File: config.mk
export PLATFORM = sky130hd
export DESIGN_NAME = pst_status
export DESIGN_NICKNAME = d
export VERILOG_FILES = /design/src/rtl/pst_pkg.sv /design/src/rtl/pst_status.sv
export SDC_FILE = /design/constraint.sdc
export NUM_CORES = 1
export LEC_CHECK = 0
export BUFFER_PORTS_ARGS = -buffer_cell sky130_fd_sc_hd__buf_4
export CAP_MARGIN = 20
export CORE_AREA = 4 4 75 77
export DETAILED_ROUTE_END_ITERATION = 10
export DIE_AREA = 0 0 79 81
export GPL_TIMING_DRIVEN = 0
export PLACE_DENSITY = 0.66
export SLEW_MARGIN = 0
export SYNTH_ARGS = -nofsm -noshare
export SYNTH_HDL_FRONTEND = slang
export SYNTH_SLANG_ARGS = --single-unit
export TNS_END_PERCENT = 50
File: constraint.sdc
create_clock -name pclk -period 2.3 [get_ports pclk]
set_clock_uncertainty 0.2 [all_clocks]
set_input_delay 0.345 -clock pclk [delete_from_list [all_inputs] [get_ports pclk]]
set_output_delay 0.345 -clock pclk [all_outputs]
set_load 0.01 [all_outputs]
File: src/rtl/pst_pkg.sv
package pst_pkg;

  // ----------------------------------------------------------------
  // Register indices, byte address is four times the index.
  // ----------------------------------------------------------------
  localparam logic [15:0] PST_IDX_STATUS = 16'h3901;
  localparam logic [15:0] PST_IDX_STATUS2 = 16'h3902;
  localparam logic [15:0] PST_IDX_IRQ_STATUS = 16'h3903;
  localparam logic [15:0] PST_IDX_IRQ_MASK = 16'h3904;

  // ----------------------------------------------------------------
  // First status register fields.
  // ----------------------------------------------------------------
  localparam int PST_B_TX_SEEN = 11;
  localparam int PST_B_RX_SEEN = 10;
  localparam int PST_B_TX_IDLE = 9;
  localparam int PST_B_RX_IDLE = 8;
  localparam int PST_B_FAULT = 7;
  localparam int PST_B_LINK_LL = 2;

  // ----------------------------------------------------------------
  // Second status register fields.
  // ----------------------------------------------------------------
  localparam int PST_B_LINK = 10;
  localparam int PST_B_HIBER = 9;
  localparam int PST_B_RX_LOCK = 8;
  localparam int PST_B_HIBER_SEEN = 7;
  localparam int PST_B_BLK_LOCK = 6;

  // ----------------------------------------------------------------
  // Interrupt event bits.
  // ----------------------------------------------------------------
  localparam int PST_EV_N = 5;
  localparam int PST_EV_TX_IDLE = 0;
  localparam int PST_EV_RX_IDLE = 1;
  localparam int PST_EV_FAULT = 2;
  localparam int PST_EV_LINK_DOWN = 3;
  localparam int PST_EV_HIBER = 4;

  // ----------------------------------------------------------------
  // Reset values.
  // ----------------------------------------------------------------
  localparam logic [15:0] PST_RST_STATUS = 16'h0000;
  localparam logic [PST_EV_N-1:0] PST_RST_MASK = 5'h00;

endpackage

File: src/rtl/pst_status.sv
// Design decision made here: the APB slave port.
`timescale 1ns/1ps
module pst_status
  import pst_pkg::*;
#(
  parameter int ADDR_W = 18
) (
  input wire logic pclk,
  input wire logic presetn,
  input wire logic psel,
  input wire logic penable,
  input wire logic pwrite,
  input wire logic [ADDR_W-1:0] paddr,
  input wire logic [31:0] pwdata,
  input wire logic [3:0] pstrb,
  output logic [31:0] prdata,
  output logic pready,
  output logic pslverr,
  input wire logic tx_lpi,
  input wire logic rx_lpi,
  input wire logic fault,
  input wire logic rx_link_up,
  input wire logic high_error_rate_flag,
  input wire logic block_lock,
  output logic irq
);

  // ----------------------------------------------------------------
  // Elaboration check.
  // ----------------------------------------------------------------
  if (ADDR_W < 18) begin : g_chk
    $error("ADDR_W must be at least 18.");
  end

  typedef struct packed {
    logic [31:0] rdata;
    logic ready;
    logic slverr;
    logic irq;
    logic tx_seen;
    logic rx_seen;
    logic link_ll;
    logic hiber_seen;
    logic [PST_EV_N-1:0] ev;
    logic [PST_EV_N-1:0] mask;
    logic [PST_EV_N-1:0] prev;
  } pst_state_t;

  pst_state_t s_q;
  pst_state_t s_d;

  function automatic logic [15:0] pst_word(input logic [ADDR_W-1:0] a);
    pst_word = a[17:2];
  endfunction

  function automatic logic pst_mapped(input logic [ADDR_W-1:0] a);
    logic [15:0] w;
    w = pst_word(a);
    pst_mapped = (a[1:0] == 2'h0) && (a[ADDR_W-1:2] == (ADDR_W-2)'(w)) &&
                 (w == PST_IDX_STATUS || w == PST_IDX_STATUS2 ||
                  w == PST_IDX_IRQ_STATUS || w == PST_IDX_IRQ_MASK);
  endfunction

  logic [15:0] stat1;
  logic [15:0] stat2;
  logic [PST_EV_N-1:0] cur;
  logic [PST_EV_N-1:0] ev_rise;

  always_comb begin
    stat1 = 16'h0000;
    stat2 = 16'h0000;
    stat1[PST_B_TX_SEEN] = s_q.tx_seen;
    stat1[PST_B_RX_SEEN] = s_q.rx_seen;
    stat1[PST_B_TX_IDLE] = tx_lpi;
    stat1[PST_B_RX_IDLE] = rx_lpi;
    stat1[PST_B_FAULT] = fault;
    stat1[PST_B_LINK_LL] = s_q.link_ll;
    stat2[PST_B_LINK] = rx_link_up;
    stat2[PST_B_HIBER] = high_error_rate_flag;
    stat2[PST_B_RX_LOCK] = block_lock;
    stat2[PST_B_HIBER_SEEN] = s_q.hiber_seen;
    stat2[PST_B_BLK_LOCK] = block_lock;
  end

  always_comb begin
    cur = '0;
    cur[PST_EV_TX_IDLE] = tx_lpi;
    cur[PST_EV_RX_IDLE] = rx_lpi;
    cur[PST_EV_FAULT] = fault;
    cur[PST_EV_LINK_DOWN] = ~rx_link_up;
    cur[PST_EV_HIBER] = high_error_rate_flag;
    ev_rise = cur & ~s_q.prev;
  end

  // ----------------------------------------------------------------
  // Next state.
  // ----------------------------------------------------------------
  always_comb begin
    logic setup;
    logic wr;
    logic rd;
    logic [15:0] w;
    logic [15:0] wd;
    setup = psel && !penable;
    wr = psel && penable && s_q.ready && pwrite && !s_q.slverr;
    rd = psel && penable && s_q.ready && !pwrite && !s_q.slverr;
    w = pst_word(paddr);
    wd = pwdata[15:0];
    s_d = s_q;
    s_d.prev = cur;
    s_d.ready = setup;
    s_d.slverr = setup && !pst_mapped(paddr);
    if (setup) begin
      unique case (w)
        PST_IDX_STATUS: s_d.rdata = {16'h0000, stat1};
        PST_IDX_STATUS2: s_d.rdata = {16'h0000, stat2};
        PST_IDX_IRQ_STATUS: s_d.rdata = {27'h0000000, s_q.ev};
        PST_IDX_IRQ_MASK: s_d.rdata = {27'h0000000, s_q.mask};
        default: s_d.rdata = 32'h00000000;
      endcase
      if (!pst_mapped(paddr)) begin
        s_d.rdata = 32'h00000000;
      end
    end
    if (wr && w == PST_IDX_STATUS && pstrb[1] && !wd[PST_B_TX_SEEN]) begin
      s_d.tx_seen = 1'b0;
    end
    if (wr && w == PST_IDX_STATUS && pstrb[1] && !wd[PST_B_RX_SEEN]) begin
      s_d.rx_seen = 1'b0;
    end
    if (tx_lpi) begin
      s_d.tx_seen = 1'b1;
    end
    if (rx_lpi) begin
      s_d.rx_seen = 1'b1;
    end
    if (wr && w == PST_IDX_STATUS && pstrb[0] && !wd[PST_B_LINK_LL]) begin
      s_d.link_ll = rx_link_up;
    end else begin
      s_d.link_ll = s_q.link_ll & rx_link_up;
    end
    if (rd && w == PST_IDX_STATUS2) begin
      s_d.hiber_seen = 1'b0;
    end
    if (high_error_rate_flag) begin
      s_d.hiber_seen = 1'b1;
    end
    if (wr && w == PST_IDX_IRQ_STATUS && pstrb[0]) begin
      s_d.ev = s_q.ev & ~wd[PST_EV_N-1:0];
    end
    s_d.ev = s_d.ev | ev_rise;
    if (wr && w == PST_IDX_IRQ_MASK && pstrb[0]) begin
      s_d.mask = wd[PST_EV_N-1:0];
    end
    s_d.irq = |(s_d.ev & s_d.mask);
  end

  always_ff @(posedge pclk or negedge presetn) begin
    if (!presetn) begin
      s_q <= '0;
      s_q.mask <= PST_RST_MASK;
      s_q.prev <= PST_EV_N'(1 << PST_EV_LINK_DOWN);
    end else begin
      s_q <= s_d;
    end
  end

  assign prdata = s_q.rdata;
  assign pready = s_q.ready;
  assign pslverr = s_q.slverr;
  assign irq = s_q.irq;

endmodule

# After elaboration in Yosys (flattened, before gate mapping)
# Index checks and enable logic that the tools add are counted.
[totals]
ff_bits = 54
in_bits = 65
wordCells = 69
[classes]
n_eq_ne = 4
n_mux = 11
n_bitwise = 8
n_reduce_logical = 35
[op_table]
columns = ["operator", "n"]
rows = [
  ["16-bit by 14-bit == test with 1-bit output (second input constant)", 4],
  ["12-bit one-hot mux with 4 select lines", 1],
  ["32-bit 2-to-1 mux", 1],
  ["1-bit logical AND", 20],
  ["5-bit AND", 3],
  ["5-bit 2-to-1 mux", 2],
  ["5-bit NOT", 2],
  ["1-bit zero test", 7],
  ["1-bit 2-to-1 mux", 7],
  ["2-bit nonzero test", 3],
  ["5-bit bitwise OR", 1],
  ["5-bit OR reduction", 1],
  ["1-bit logical OR", 3],
  ["2-bit zero test", 1],
  ["1-bit AND", 1],
  ["1-bit NOT", 1],
]

# Depth between registers and ports, before layout
[depth]
word_depth = 10
depth_mapped = 6

# Least setup slack after synthesis
# No wires, ideal clock.
[synth_timing]
path_type = "reg2reg"
startpoint = "register s_q, in the netlist pslverr"
endpoint = "register s_q, in the netlist irq"
setup_time_ns = 0.147
arrival_ns = 2.074
t_required_ns = 1.953
path_slack_ns = -0.121
path_stages_with_launch = 7
synth_period_minus_slack_ns = 2.421
cell_sequence = "dfrtp_1 and4b_2 nand3_4 nor4_4 mux2_2 a222oi_1 o221ai_1"
[synth_lines]
columns = ["element", "line_no", "source"]
rows = [
  ["start: declaration", "pst_status.sv:49", "pst_state_t s_q;"],
]

==> metrics.cfg <==
[placement]
dp_hpwl_um = 3140
gp_congestion = 0.821
dp.cells = 308
port_buffers = 51
dpl_cell_area_um2 = 2260

[power]
swShare_pct = 23.0
p_total_mw = 1.18
combPwrFrac_pct = 12.8
p_switching_mw = 0.271
power_leakage_nw = 1.21
p_seq_share_pct = 50.0
power.internal_mw = 0.908
pwr-share-clk_pct = 37.2
power_density_nw_per_um2 = 481
ir_drop_mv = 0.227

[worst_setup_path]
path_delay_family = simple AND/OR/NAND/NOR gates
crit_buf_inv = 1
worst_path_largest_cell_delay_ns = 0.38
reg2regPathDepth = 7
slowest_stage = dfrtp_1
required_ns = 2.24
cp-end-kind = flop
critical_path.cell_chain = and4b_2 > nand3_4 > nor4_4 > buf_4 > mux2_4 > a222oi_1 > o221ai_1
critPathMaxFanout = 4
arrival_ns = 2.24
critical_path.startpoint_type = flop
path_depth = 7
worstSetupPathType = flop to flop

[layout]
regArea_um2 = 827
nNetsFinal = 322
multiInputGateArea_um2 = 678
layout_common_cells = buf_4, dfrtp_1, nand2_1
postLayoutCellArea_um2 = 2450
area_growth_pct = 43.3
drive_gt1_share_pct = 42.4
antenna_cells = 0
post-route-util_pct = 49.0
stdcell_count = 327
layout_commonest_cell = buf_4
nFillCells = 502

[synth]
postSynthCellCount = 167
synth-main-ff-cell = dfrtp_1
synth_cell_types = 31
yosysWarnings = 0
syn_area_per_cell_um2 = 10.2
async_reset_ff_share_pct = 100
yosysSeqAreaShare_pct = 48.3
synth_area_leaders = dfrtp_1, buf_4, nand2_1
ys_ff_latch = 33
synth_top_area_share_pct = 46.8
syn_area_um2 = 1710
yosysTopAreaCell = dfrtp_1
synth_edf_count = 0

[route]
wirelength_um = 3940
drtPass1Iterations = 4
num_vias = 1396
ant_nets = 0
drc = 0
drtIter0Drc = 64
routedWlPerCell_um = 12.0
via_per_inst = 4.27

[sta]
finalMaxSlewViolations = 0
setup_viol = 1
worst_pin_slew_ns = 0.579
setup_ws_ns = -0.00373
rsz0062_at_grt = true
finalCritPeriodShare_pct = 100
fin_hold_ws_ns = 0.0140
slew_headroom_pct = 61.1
hold_viol = 0
fmax_mhz = 434
fin_crit_ns = 2.30

[global_routing]
antenna_found_initial = 0
grt_pass1_wl_um = 6450
grt_use_met2_pct = 22.3
grt.busiest_layer = met2
grt_use_total_pct = 13.3
overflow = 0
grt_pass1_vias = 1348
globalRouteMet3Util_pct = 4.43
grt_max_degree = 34
met1_usage_pct = 15.7

[status]
violations = setup timing
status = finished with violations

[clocking]
clock_path_buffers = 2
tritoncts = done
cts_sinks = 33
cts_root_buffer = clkbuf_8
clock_latency_ns = 0.29
htree_levels = 2
numCtsBuffers = 5
clkTransAtPathRegs_ns = 0.07

[floorplan]
die_h_um = 81
rows = 26
coreArea_um2 = 5010
fp.dieW_um = 79
io_pins = 100
dieArea_um2 = 6400
initial_core_util_pct = 34.2

[worst_hold_path]
hold_path.class = primary input to flop
hold_path_depth = 2

[flow_run]
cap_violations = 0

[routing by layer]
metal / wire, µm / vias up / part of all wire, %
met3: 250 / 8 / 6.3
li1: - / 711 / -
met4: 78 / 0 / 2.0
met1: 1680 / 633 / 43
met2: 1930 / 44 / 49
met5: 0 / - / 0
[logic make-up after synthesis]
kind of cell	count (synthesis)	synth area share, %
simple gates	49	18.7
buf+inv	45	16.9
compound gates	33	12.2
flops	33	48.3
mux	5	3.14
xor+xnor	1	0.512
other cells	1	0.219
[timing repair]
action,4_1_cts,5_1_grt
buffers inserted,6,1
pin swaps,3,3
setup endpoints to repair,1,1
hold buffers,5,0
gates resized for setup,2,0
hold endpoints to repair,36,0
[path summary, 6_finish.rpt]
kind	start	end	slack, ns
hold / removal	rx_link_up	s_q[3]	0.01
max in group asynchronous	presetn	s_q[3]	1.23
setup / recovery	pslverr	irq	-0.004
hold reg to reg	s_q[4]	s_q[14]	0.28
min in group asynchronous	presetn	prdata[6]	0.33
setup reg to reg	pslverr	irq	-0.004
[power groups by stage]
stage | Sequential [mW] | Combinational [mW] | Clock, mW
detailed placement | 0.600 | 0.141 | 0
CTS | 0.589 | 0.150 | 0.450
global placement | 0.600 | 0.139 | 0
floorplan | 0.601 | 0.0607 | 0
finish | 0.589 | 0.151 | 0.439
global route | 0.589 | 0.166 | 0.483
[Yosys cell counts (all sizes together), types with 2 or more instances]
| cell type | n |
|---|---|
| nand4 | 5 |
| clkbuf | 2 |
| mux2 | 3 |
| buf | 32 |
| nor4b | 4 |
| and4bb | 3 |
| nor2 | 6 |
| mux2i | 2 |
| a2bb2oi | 2 |
| nor4 | 2 |
| inv | 11 |
| nand2 | 23 |
| a222oi | 2 |
| o21ai | 18 |
| nor3 | 2 |
| dfrtp | 32 |
| a22oi | 8 |
[worst register-to-register path: stages, from the launching register on]
cell and delay [ns]:
dfrtp_1 0.38, and4b_2 0.34, nand3_4 0.10, nor4_4 0.13, buf_4 0.18, mux2_4 0.30
a222oi_1 0.35, o221ai_1 0.19
[through the flow]
stage / setup TNS, ns / setup slack (ns)
2_1_floorplan: 0 / 0.00469
3_3_place_gp: -0.360 / -0.360
3_5_place_dp: -0.441 / -0.414
4_1_cts: -0.0589 / -0.0589
5_1_grt: -0.172 / -0.172
6_report: -0.00373 / -0.00373
[state kept, by name, indices dropped and copies added, names as in the netlist]
| name | cells |
|---|---|
| pready | 1 |
| irq | 1 |
| s_q | 19 |
| pslverr | 1 |
| prdata | 11 |
[cell type report]
class	count	area share [%]
Buffer	34	10.1
Multi-Input combinational cell	109	27.6
Clock buffer	7	3.52
Sequential cell	33	33.7
Inverter	11	1.68
Tap cell	70	3.57
Timing Repair Buffer	63	19.8
Note: power is estimated with default switching activity, not from simulation.
